File: config.mk
export PLATFORM = sky130hd
export DESIGN_NAME = pic_ctrl
export DESIGN_NICKNAME = d
export VERILOG_FILES = /design/src/verilog/pic_ctrl.v
export VERILOG_INCLUDE_DIRS = /design/src /design/src/verilog
export SDC_FILE = /design/constraint.sdc
export NUM_CORES = 1
export LEC_CHECK = 0
export ABC_AREA = 1
export BUFFER_PORTS_ARGS = -buffer_cell sky130_fd_sc_hd__buf_2
export CAP_MARGIN = 20
export CORE_MARGIN = 2
export CORE_UTILIZATION = 35
export DETAILED_ROUTE_END_ITERATION = 16
export PLACE_DENSITY = 0.73
export SLEW_MARGIN = 20
export SYNTH_ARGS = -nofsm -noshare
export SYNTH_HDL_FRONTEND = slang
export SYNTH_SLANG_ARGS = --single-unit
File: constraint.sdc
create_clock -name core_clk -period 1.7 [get_ports core_clk]
set_input_delay 0.34 -clock core_clk [delete_from_list [all_inputs] [get_ports core_clk]]
set_output_delay 0.34 -clock core_clk [all_outputs]
set_load 0.05 [all_outputs]
File: src/verilog/pic_defines.vh
// constants for the priority interrupt controller
// assumes inclusion by bare name from design files only
`ifndef PIC_DEFINES_VH
`define PIC_DEFINES_VH
// option register address and layout
`define PIC_IOR_ADDR 8'hC8
`define PIC_IOR_RESET 8'h00
`define PIC_OPT_BIT_RESET 1'b0
// edge detectors stay blind until the pin pipeline holds real samples
`define PIC_ARM_RESET 3'h0
`define PIC_BIT_LES 6
`define PIC_BIT_ESB 5
`define PIC_BIT_GEN 4
// vector addresses (first word of each pair)
`define PIC_VEC_SRC0 12'hFFC
`define PIC_VEC_SRC1 12'hFF6
`define PIC_VEC_SRC2 12'hFF4
`define PIC_VEC_SRC3 12'hFF2
`define PIC_VEC_SRC4 12'hFF0
`define PIC_VEC_NONE 12'h000
// level of the core
`define PIC_LVL_NORMAL 2'h0
`define PIC_LVL_MASK 2'h1
`define PIC_LVL_NMI 2'h2
`endif

File: src/verilog/pic_ctrl.v
// priority interrupt controller: one non-maskable and four maskable sources
// assumes the core drives instruction-boundary, entry-ack and return strobes on core_clk
`timescale 1ns/1ps
`default_nettype none
`include "pic_defines.vh"

// Functional notes
// - non-maskable request has top priority and pre-empts any maskable service routine
// - maskable routines never pre-empt each other; no nesting among them
// - pending maskable requests served by fixed priority, source 1 highest
// - each source maps to a fixed vector word pair in program space
// - accepting a request loads the program counter with that vector
// - global enable clear blocks maskable sources, non-maskable stays active
// - with global enable clear no source wakes the core from stop or wait
// - non-maskable request captured in flip-flop, cleared when its routine begins
// - level/edge select set gives level sensing on source 1, else falling edge
// - source 2 always edge sensitive; polarity bit set rising, clear falling
// - sources 3 and 4 always level sensitive with no edge option
// - edge latch set on active edge, cleared at routine start; extra edges lost
// - level requests not stored; requester holds low until sampled
// - lines sampled at each instruction end; request replaces next instruction
// - per-event flags let software find which ORed event caused a request
// - option register write-only at 0C8h, reset 00h, no single-bit operations
// - option bit 6 level/edge, bit 5 polarity, bit 4 global enable
// - entry swaps flag set, pushes program counter, inhibits maskable lines
module pic_ctrl (
  input wire core_clk,
  input wire arst_n,
  // interrupt pins, asynchronous to core_clk, active low except src2_pin, whose polarity is selectable
  input wire nmi_n,
  input wire src1_n,
  input wire src2_pin,
  input wire src3_n,
  input wire src4_n,
  // per-event detail ORed onto sources, passed through for polling
  input wire [7:0] src_event_flags,
  output reg [7:0] event_flags_r,
  // data-space write port of the core
  input wire wr_en,
  input wire [7:0] wr_addr,
  input wire [7:0] wr_data,
  // core handshake
  input wire instr_end,
  input wire entry_ack,
  input wire return_from_interrupt,
  input wire core_sleeping,
  output wire irq_take,
  output reg [11:0] vector_addr_r,
  output reg [1:0] flag_set_sel_r,
  output reg wake_r,
  output reg level_edge_select_r,
  output reg edge_polarity_select_r,
  output reg global_interrupt_enable_r
);

  // ==========================================================
  // input synchronisers
  reg [4:0] sync1_r;
  reg [4:0] sync2_r;
  reg [4:0] prev_r;
  reg [2:0] arm_r;
  wire [4:0] pins = {src4_n, src3_n, src2_pin, src1_n, nmi_n};

  // reset values of the pipeline need not match the idle pin levels,
  // so edges are ignored until three real samples have passed
  always @(posedge core_clk or negedge arst_n) begin
    if (!arst_n) begin
      arm_r <= `PIC_ARM_RESET;
    end else begin
      arm_r <= {arm_r[1:0], 1'b1};
    end
  end

  always @(posedge core_clk or negedge arst_n) begin
    if (!arst_n) begin
      sync1_r <= 5'h1F;
      sync2_r <= 5'h1F;
      prev_r <= 5'h1F;
    end else begin
      sync1_r <= pins;
      sync2_r <= sync1_r;
      prev_r <= sync2_r;
    end
  end

  wire fall0 = arm_r[2] & prev_r[0] & ~sync2_r[0];
  wire fall1 = arm_r[2] & prev_r[1] & ~sync2_r[1];
  wire rise2 = arm_r[2] & ~prev_r[2] & sync2_r[2];
  wire fall2 = arm_r[2] & prev_r[2] & ~sync2_r[2];
  wire edge2 = edge_polarity_select_r ? rise2 : fall2;

  // ==========================================================
  // option register: write-only, whole-byte writes
  always @(posedge core_clk or negedge arst_n) begin
    if (!arst_n) begin
      level_edge_select_r <= `PIC_OPT_BIT_RESET;
      edge_polarity_select_r <= `PIC_OPT_BIT_RESET;
      global_interrupt_enable_r <= `PIC_OPT_BIT_RESET;
    end else if (wr_en && wr_addr == `PIC_IOR_ADDR) begin
      // only full byte stores exist, so no read-modify-write path is needed
      level_edge_select_r <= wr_data[`PIC_BIT_LES];
      edge_polarity_select_r <= wr_data[`PIC_BIT_ESB];
      global_interrupt_enable_r <= wr_data[`PIC_BIT_GEN];
    end
  end

  // ==========================================================
  // core level tracking and service selection
  reg [1:0] level_r;
  reg [1:0] saved_level_r;
  reg nmi_latch_r;
  reg src1_latch_r;
  reg src2_latch_r;
  reg [4:0] taken_r;

  wire req1 = level_edge_select_r ? ~sync2_r[1] : src1_latch_r;
  wire req3 = ~sync2_r[3];
  wire req4 = ~sync2_r[4];
  wire mask_ok = global_interrupt_enable_r && level_r == `PIC_LVL_NORMAL;
  wire nmi_ok = nmi_latch_r && level_r != `PIC_LVL_NMI;

  reg [4:0] pick;
  always @* begin
    pick = 5'h00;
    if (nmi_ok) begin
      pick = 5'h01;
    end else if (mask_ok) begin
      if (req1) begin
        pick = 5'h02;
      end else if (src2_latch_r) begin
        pick = 5'h04;
      end else if (req3) begin
        pick = 5'h08;
      end else if (req4) begin
        pick = 5'h10;
      end
    end
  end

  // request replaces next instruction; combinational handshake
  assign irq_take = instr_end && (pick != 5'h00);

  reg [11:0] vec_nxt;
  always @* begin
    case (pick)
      5'h01: vec_nxt = `PIC_VEC_SRC0;
      5'h02: vec_nxt = `PIC_VEC_SRC1;
      5'h04: vec_nxt = `PIC_VEC_SRC2;
      5'h08: vec_nxt = `PIC_VEC_SRC3;
      5'h10: vec_nxt = `PIC_VEC_SRC4;
      default: vec_nxt = `PIC_VEC_NONE;
    endcase
  end

  always @(posedge core_clk or negedge arst_n) begin
    if (!arst_n) begin
      // out of reset the core runs in non-maskable mode until its first return
      level_r <= `PIC_LVL_NMI;
      saved_level_r <= `PIC_LVL_NORMAL;
      taken_r <= 5'h00;
      vector_addr_r <= `PIC_VEC_NONE;
      flag_set_sel_r <= `PIC_LVL_NMI;
    end else if (irq_take) begin
      vector_addr_r <= vec_nxt;
      taken_r <= pick;
      // one saved level suffices: only nmi can nest over a maskable routine
      saved_level_r <= level_r;
      level_r <= pick[0] ? `PIC_LVL_NMI : `PIC_LVL_MASK;
      flag_set_sel_r <= pick[0] ? `PIC_LVL_NMI : `PIC_LVL_MASK;
    end else if (return_from_interrupt) begin
      level_r <= saved_level_r;
      flag_set_sel_r <= saved_level_r;
      saved_level_r <= `PIC_LVL_NORMAL;
    end
  end

  // ==========================================================
  // request latches: set wins over clear
  wire clr0 = entry_ack && taken_r[0];
  wire clr1 = entry_ack && taken_r[1];
  wire clr2 = entry_ack && taken_r[2];

  always @(posedge core_clk or negedge arst_n) begin
    if (!arst_n) begin
      nmi_latch_r <= 1'b0;
      src1_latch_r <= 1'b0;
      src2_latch_r <= 1'b0;
    end else begin
      nmi_latch_r <= fall0 | (nmi_latch_r & ~clr0);
      // a second edge only re-sets an already set latch, so it is lost
      src1_latch_r <= (fall1 & ~level_edge_select_r) | (src1_latch_r & ~clr1);
      src2_latch_r <= edge2 | (src2_latch_r & ~clr2);
    end
  end

  // ==========================================================
  // wake-up and event flags
  wire any_req = nmi_latch_r | req1 | src2_latch_r | req3 | req4;

  always @(posedge core_clk or negedge arst_n) begin
    if (!arst_n) begin
      wake_r <= 1'b0;
      event_flags_r <= 8'h00;
    end else begin
      wake_r <= core_sleeping && global_interrupt_enable_r && any_req;
      event_flags_r <= src_event_flags;
    end
  end

endmodule // pic_ctrl
`default_nettype wire

==> results.toml, run 1 <==
[layout]
stdcell_area_sq_um = 2023
drive_gt1_frac = 0.4750
insertedDiodeCount = 0
fillers = 431
seqCellArea_sq_um = 1071
multiInputGateArea_sq_um = 371.6
area_growth_pct = 30.30
instances_no_fill = 252
final_nets = 235

[yosys]
synth_compound_area_frac = 0.06124
synth_fa_ha_area_frac = 0
yosys_warnings = 0
synth_xor_xnor_area_share = 0
syn_avg_cell_area_sq_um = 11.09
synth_seq_cells = 42
synth_area_sq_um = 1553
synth.most_common_cell = "dfrtp_1"
synth_fp_nets = 176
synth_area_leaders = "dfrtp_1 (45%), dfstp_2 (24%), nand2_1 (6.5%)"
synth_edf_count = 0
yosysTopAreaCellShare = 0.4512
async_flop_share = 1.000
synth_mux_area_frac = 0
synth_top_area_cell = "dfrtp_1"
seq_area_frac_synth = 0.6882
synth_simple_gate_area_frac = 0.1612
ys.flop_type = "dfrtp_1"
postSynthCellCount = 140
synthTopCellsByCount = "dfrtp_1 (28), nand2_1 (27), dfstp_2 (14), inv_1 (14), nand3_1 (12)"
synth_top_family_by_area = "simple AND/OR/NAND/NOR gates"
ys_types = 25

[drt]
num_vias = 1113
routedWlPerCell_microns = 10.61
firstDrtPassIters = 4
avgViaCountPerCell = 4.417
m1WireLength_mm = 1.088
wl_mm = 2.674
drc = 0
first_iter_violations = 40
wl_met2_mm = 1.354
ant_nets = 0
highest_layer = "met4"
routed-wl-met3_microns = 197

[min_path]
hold_path_class = "in2reg"

[floorplanning]
io_pins = 63
die_h_microns = 70.61
initial_utilization = 0.3591
die_area_sq_um = 4985
fp-row-count = 24
coreArea_sq_um = 4324
die_w_microns = 70.61

[run]
cap_violations = 0

[sta]
finalCritPeriodShare = 1.065
hold_viol = 0
max_freq_mhz = 552.5
fin_crit_ps = 1810
rsz0062_at_grt = "true"
setup_viol = 1
fin_ws_ps = -109.9
holdWs_ps = 138.7
fin_skew_ps = 2.708
drv_slew = 0

[global_route]
antenna_found_initial = 0
grt_use_total = 0.1283
overflow = 0
grt_pass1_vias = 1173
grt_pass1_wl_mm = 4.885
grt_max_degree = 24

[placement]
dp_hpwl_mm = 2.024
port_buffers = 56
dp.cells = 243
dpl_cell_area_sq_um = 1872
place.gp.congestion = 0.7760

[setup_path]
crit_path_end_kind = "output pin"
arrival_ps = 1470
regToRegSetupSlack_ps = 210
crit_type = "reg2out"
start_kind = "flip-flop"
crit_required_ps = 1360
critical_path.max_fanout = 2

[clock_network]
root_buffer = "clkbuf_8"
path_clk_slew_ps = 80
numCtsBuffers = 5
clk_latency_ps = 290
cts_buffer_depth = 2
cts_setup_buffers = 0
cts_tree = "built"
h-tree-depth = 2
clock_sinks = 42

[pwr]
power_mw = 2.703
power_leakage_nw = 0.9999
ir_drop_uv = 632.4
power_density_nw_per_um2 = 1336

[outcome]
status = "finished, violations left"
violations = "setup timing"
## area by class of cell
class | instances | share of cell area
clock buffers | 6 | 0.03587
clock inverters | 2 | 0.01855
inverters | 16 | 0.03092
multi-input cells | 73 | 0.1837
flip-flops and latches | 42 | 0.5294
well taps | 52 | 0.03216
repair buffers | 61 | 0.1694
## per-stage QoR
stage          worst slack (ps)  TNS (ps)    util
2_1_floorplan             21.03         0       -
3_3_place_gp              90.50         0  0.4329
3_5_place_dp              76.93         0  0.4329
4_1_cts                  -134.6    -134.6  0.4656
5_1_grt                  -222.9    -222.9  0.4679
6_report                 -109.9    -109.9  0.4679
## power by group
part           switching, mW  internal, mW
Clock                  0.328         0.438
Sequential            0.0900          1.15
Combinational          0.479         0.223
Total                  0.897          1.81
## critical path, stage by stage, from the launching register on
cell	delay [ps]
dfstp_2	540
inv_2	50
nor2_2	90
nand3_2	90
nand2_1	70
nand3_2	90
nand2_4	90
inv_4	40
buf_8	140
## registers in the layout (all words and copies together) (netlist names), 2 cells and up
signal         flops
event_flags_r      8
taken_r            3
vector_addr_r      4
saved_level_r      2
level_r            2
arm_r              3
sync2_r            5
sync1_r            5
prev_r             3
## path summary, 6_finish.rpt
check,end,depth (start not counted),from
worst max register to register,vector_addr_r[10],9,sync2_r[3]
min in group asynchronous,arm_r[0],2,arst_n
max in group asynchronous,level_r[1],3,arst_n
worst max-delay path,irq_take,8,sync2_r[3]
worst min register to register,arm_r[2],0,arm_r[1]
worst min-delay path,sync1_r[2],1,src2_pin
## cell families (layout without fill, tap and decap cells)
group,after synthesis,after routing
and+or+nand+nor,54,54
DFF,42,42
buffers and inverters,25,85
AOI/OAI and AO/OA,17,17
other,2,2
## layer usage
metal | vias up | global-route usage
met4 | 0 | 0.06709
met5 | - | 0
met2 | 39 | 0.2201
met1 | 518 | 0.1419
met3 | 5 | 0.04274
li1 | 551 | -
## timing repair
item	in CTS	in global routing
pin swaps	2	2
resized for setup	7	3
hold buffers	1	0
endpoints found under the setup margin	1	1
endpoints found under the hold margin	12	0
## cells in the final DEF (no fill, tap or decap), types with 3 or more instances in the layout
cell type	synthesis	routed
nand2_1	27	26
buf_4	8	3
nor2_1	5	4
dfrtp_1	28	26
buf_2	0	55
o21ai_0	8	8
clkbuf_8	0	5
dfstp_2	14	14
nand3_1	12	11
o21ai_1	5	4
inv_1	14	13
Note: power is estimated with default switching activity, not from simulation.
==> run 2, diff against run 1 <==
--- a/config.mk
+++ b/config.mk
@@ -9,10 +9,12 @@
 export ABC_AREA = 1
 export BUFFER_PORTS_ARGS = -buffer_cell sky130_fd_sc_hd__buf_2
 export CAP_MARGIN = 20
+export CELL_PAD_IN_SITES_DETAIL_PLACEMENT = 1
+export CELL_PAD_IN_SITES_GLOBAL_PLACEMENT = 2
 export CORE_MARGIN = 2
-export CORE_UTILIZATION = 35
+export CORE_UTILIZATION = 28
 export DETAILED_ROUTE_END_ITERATION = 16
-export PLACE_DENSITY = 0.73
+export PLACE_DENSITY = 0.89
 export SLEW_MARGIN = 20
 export SYNTH_ARGS = -nofsm -noshare
 export SYNTH_HDL_FRONTEND = slang
==> results.toml, run 2 (synthesized netlist as in run 1, its figures left out) <==
[outcome]
status = "finished, violations left"
violations = "setup timing"

[layout]
final_nets = 239
largest_register_ff_count = 8
final_cell_mix = "buf_2 (55), dfrtp_1 (26), nand2_1 (25)"
fillers = 621
instances_no_fill = 276
fin_util = 0.3867
final_common_cell = "buf_2"
drive_gt1_frac = 0.4951
area_growth_pct = 35.46
top_regs = "event_flags_r (8), sync1_r (5), sync2_r (5)"
insertedDiodeCount = 0
regMostFlops = "event_flags_r"
stdcell_area_sq_um = 2103

[floorplanning]
initial_utilization = 0.2855
io_pins = 63
die_w_microns = 78.47
fp-row-count = 27
coreArea_sq_um = 5439
die_h_microns = 78.47
die_area_sq_um = 6158

[sta]
setup_viol = 1
finalCritPeriodShare = 1.075
rsz0062_at_grt = "true"
hold_viol = 0
holdWs_ps = 142.2
setup-tns-final_ps = -126.9
fin_crit_ps = 1827
drv_slew = 0
max_freq_mhz = 547.4
fin_ws_ps = -126.9
fin_skew_ps = 5.578

[setup_path]
crit_path_end_kind = "output pin"
critical_path.max_fanout = 2
start_kind = "flip-flop"
cpPeakStageDelay_ps = 550
crit_type = "reg2out"
crit_required_ps = 1360
arrival_ps = 1490
worst-r2r-cell-count = 9
crit_chain = "inv_2 -> nor2_4 -> nand3_2 -> nand2_2 -> nand3_4 -> nand2_4 -> inv_4 -> buf_8"
cp_slowest_cell = "dfstp_2"

[run]
cap_violations = 0

[pwr]
p_int_mw = 1.863
sw_frac_of_total = 0.3347
pwr-share-seq = 0.442
power_leakage_nw = 1.021
p_comb_frac = 0.283
clockPowerShare = 0.275
netSwitchingPower_uw = 937.3
power_mw = 2.801
power_density_nw_per_um2 = 1332
ir_drop_uv = 510.3

[clock_network]
path_clk_slew_ps = 80
clock_sinks = 42
h-tree-depth = 2
cts_buffer_depth = 2
root_buffer = "clkbuf_8"
numCtsBuffers = 5
cts_tree = "built"
clk_latency_ps = 290

[global_route]
grt_pass1_wl_mm = 5.319
overflow = 0
antenna_found_initial = 0
grt-busiest-layer = "met2"
grt_pass1_vias = 1275
grt_use_total = 0.1099
grt_max_degree = 35
met1_usage = 0.1230
grt_use_met2 = 0.2009
use_met3 = 0.03563

[drt]
wl_mm = 3.149
first_iter_violations = 37
avgViaCountPerCell = 4.225
routedWlPerCell_microns = 11.41
ant_nets = 0
firstDrtPassIters = 4
num_vias = 1166
drc = 0

[placement]
place.gp.congestion = 0.7840
place_ws_ps = 85.53
dp.cells = 265
dpl_cell_area_sq_um = 1912
port_buffers = 56
dp_hpwl_mm = 2.344

[min_path]
hold_path_class = "in2reg"
holdPathStages = 1
==> run 2: changes by cell type in the layout (fill, tap and decap cells not counted), sizes merged <==
cell | before | now
buf | 60 | 64
==> run 2: per-layer routing <==
| metal | part of all wire | routed length (microns) | vias to the layer above |
|---|---|---|---|
| li1 | - | - | 559 |
| met1 | 0.41 | 1285 | 579 |
| met2 | 0.54 | 1715 | 28 |
| met3 | 0.047 | 148 | 0 |
| met4 | 0 | 0 | 0 |
| met5 | 0 | 0 | - |
==> run 2: final timing paths <==
| path | start | endpoint | slack, ps |
|---|---|---|---|
| max | sync2_r[3] | irq_take | -130 |
| min | src4_n | sync1_r[4] | 140 |
| max reg2reg | sync2_r[3] | taken_r[0] | 80 |
| min reg2reg | arm_r[0] | arm_r[1] | 350 |
| max in group asynchronous | arst_n | sync1_r[2] | 750 |
| min in group asynchronous | arst_n | event_flags_r[7] | 430 |
==> run 2: cell type report <==
type | count | area, sq um | area share
clock buffers | 6 | 72.57 | 0.03450
clock inverters | 2 | 37.54 | 0.01785
inverters | 16 | 62.56 | 0.02974
multi-input cells | 73 | 396.6 | 0.1886
flip-flops and latches | 42 | 1071 | 0.5092
well taps | 72 | 90.09 | 0.04283
repair buffers | 65 | 372.9 | 0.1773
==> run 2: repair_timing <==
| item | 4_1_cts | 5_1_grt |
|---|---|---|
| pin swaps | 4 | 4 |
| resized for setup | 7 | 8 |
| endpoints found under the setup margin | 1 | 1 |
| cloned | 0 | 0 |
| hold endpoints to repair | 8 | 0 |
| hold buffers | 1 | 0 |
| setup buffers | 0 | 2 |
==> run 2: critical path: cells and delay by family (launching register included) <==
kind / cells / cell delay [ps]
buf+inv: 3 / 240
simple gates: 5 / 430
flops: 1 / 550
==> run 2: power groups by stage <==
stage / clock network, mW / logic (mW) / registers, mW
after floorplan: 0 / 0.274 / 1.44
after global placement: 0 / 0.696 / 1.24
after detailed placement: 0 / 0.707 / 1.25
after CTS: 0.797 / 0.739 / 1.23
after global routing: 0.848 / 0.867 / 1.25
final: 0.771 / 0.791 / 1.24
==> run 3, diff against run 2 <==
--- a/config.mk
+++ b/config.mk
@@ -7,14 +7,12 @@
 export NUM_CORES = 1
 export LEC_CHECK = 0
 export ABC_AREA = 1
-export BUFFER_PORTS_ARGS = -buffer_cell sky130_fd_sc_hd__buf_2
+export BUFFER_PORTS_ARGS = -buffer_cell sky130_fd_sc_hd__buf_4
 export CAP_MARGIN = 20
-export CELL_PAD_IN_SITES_DETAIL_PLACEMENT = 1
-export CELL_PAD_IN_SITES_GLOBAL_PLACEMENT = 2
 export CORE_MARGIN = 2
-export CORE_UTILIZATION = 28
+export CORE_UTILIZATION = 35
 export DETAILED_ROUTE_END_ITERATION = 16
-export PLACE_DENSITY = 0.89
+export PLACE_DENSITY = 0.73
 export SLEW_MARGIN = 20
 export SYNTH_ARGS = -nofsm -noshare
 export SYNTH_HDL_FRONTEND = slang
==> results.toml, run 3 (synthesized netlist as in run 1, its figures left out) <==
[drt]
num_vias = 1096
avgViaCountPerCell = 4.367
firstDrtPassIters = 4
drc = 0
first_iter_violations = 58
routedWlPerCell_microns = 10.74
ant_nets = 0
wl_mm = 2.695

[sta]
drv_slew = 0
finalCritPeriodShare = 1.079
fin_skew_ps = 9.069
fin_ws_ps = -134.6
max_freq_mhz = 545.1
fin_crit_ps = 1835
setup-tns-final_ps = -134.6
setup_viol = 1
hold_viol = 0
rsz0062_at_grt = "true"

[setup_path]
crit_chain = "inv_2 -> nor2_2 -> nand3_2 -> nand2_2 -> nand3_2 -> nand2_4 -> inv_2 -> buf_8"
cp_num_buf_inv = 3
crit_type = "reg2out"
cpPeakStageDelay_ps = 540
crit_required_ps = 1360
start_kind = "flip-flop"
startpoint = "sync2_r[3]"
critical_path.max_fanout = 2
arrival_ps = 1490
crit_path_end_kind = "output pin"
r2r-start = "sync2_r[3]"
cp_top_family = "flip-flops"
cp_slowest_cell = "dfstp_2"

[clock_network]
root_buffer = "clkbuf_8"
cts_hold_buf = 0
clock_sinks = 42
numCtsBuffers = 5
h-tree-depth = 2
cts_buffer_depth = 2
cts_tree = "built"
path_clk_slew_ps = 70
clk_latency_ps = 280

[placement]
port_buffers = 56
dpl_cell_area_sq_um = 1984
place_ws_ps = 146.8
dp_hpwl_mm = 2.013
place.gp.congestion = 0.7659

[layout]
final_common_cell = "buf_4"
seqCellArea_sq_um = 1071
fin_util = 0.4954
multiInputGateArea_sq_um = 381.6
insertedDiodeCount = 0
fillers = 411
top_regs = "event_flags_r (8), sync1_r (5), sync2_r (5)"
area_growth_pct = 37.95
final_cell_mix = "buf_4 (59), dfrtp_1 (26), nand2_1 (25)"
largest_register_ff_count = 8
stdcell_area_sq_um = 2142
drive_gt1_frac = 0.4724
final_nets = 234
regMostFlops = "event_flags_r"

[global_route]
grt_use_total = 0.1256
grt_pass1_wl_mm = 4.940
overflow = 0
antenna_found_initial = 0
grt_pass1_vias = 1127
grt_max_degree = 43

[run]
cap_violations = 0

[outcome]
violations = "setup timing"
status = "finished, violations left"

[floorplanning]
die_area_sq_um = 4985
fp-row-count = 24
io_pins = 63
coreArea_sq_um = 4324
die_w_microns = 70.61
initial_utilization = 0.3591
die_h_microns = 70.61

[pwr]
power_leakage_nw = 1.047
ir_drop_uv = 644.1
power_density_nw_per_um2 = 1287

[min_path]
hold_path_class = "in2async"
==> run 3: power breakdown <==
part,internal [mW],switching [mW],leakage (nW)
combinational,0.287,0.482,0.512
sequential,1.15,0.105,0.482
clock,0.439,0.299,0.0524
==> run 3: metrics by stage <==
step           cells  power, mW  hold WS (ps)
2_1_floorplan    140      1.714         44.41
3_3_place_gp     241      1.949         331.8
3_5_place_dp     241      1.963         334.7
4_1_cts          250      2.770         36.39
5_1_grt          251      2.946         53.97
6_report         251      2.757         24.49
==> run 3: cell type report <==
type / count / share of cell area
Sequential cell: 42 / 0.5000
Multi-Input combinational cell: 73 / 0.1782
Clock buffer: 7 / 0.03563
Timing Repair Buffer: 60 / 0.2138
Clock inverter: 1 / 0.01402
Inverter: 16 / 0.02804
Tap cell: 52 / 0.03037
==> run 3: repair_timing <==
action	4_1_cts	5_1_grt
resized for setup	4	6
pin swaps	2	3
buffers inserted	1	1
endpoints found under the setup margin	1	1
==> run 3: worst register-to-register path: cells and delay by family (launching register included) <==
kind	cells	cell delay, ps
simple gates	6	660
flops	1	540
buf+inv	3	220
==> run 3: worst paths after layout <==
| kind | endpoint | slack, ps | depth (start not counted) |
|---|---|---|---|
| hold reg to reg | arm_r[1] | 350 | 0 |
| hold / removal | edge_polarity_select_r | 20 | 1 |
| setup / recovery | irq_take | -130 | 8 |
| max in group asynchronous | level_r[1] | 1300 | 1 |
| min in group core_clk | event_flags_r[2] | 160 | 1 |
| setup reg to reg | vector_addr_r[10] | 180 | 9 |
==> run 3: layer usage <==
layer,global-route usage,part of all wire
met4,0.04822,0.017
met3,0.04274,0.073
met5,0,0
met1,0.1541,0.41
met2,0.2065,0.50
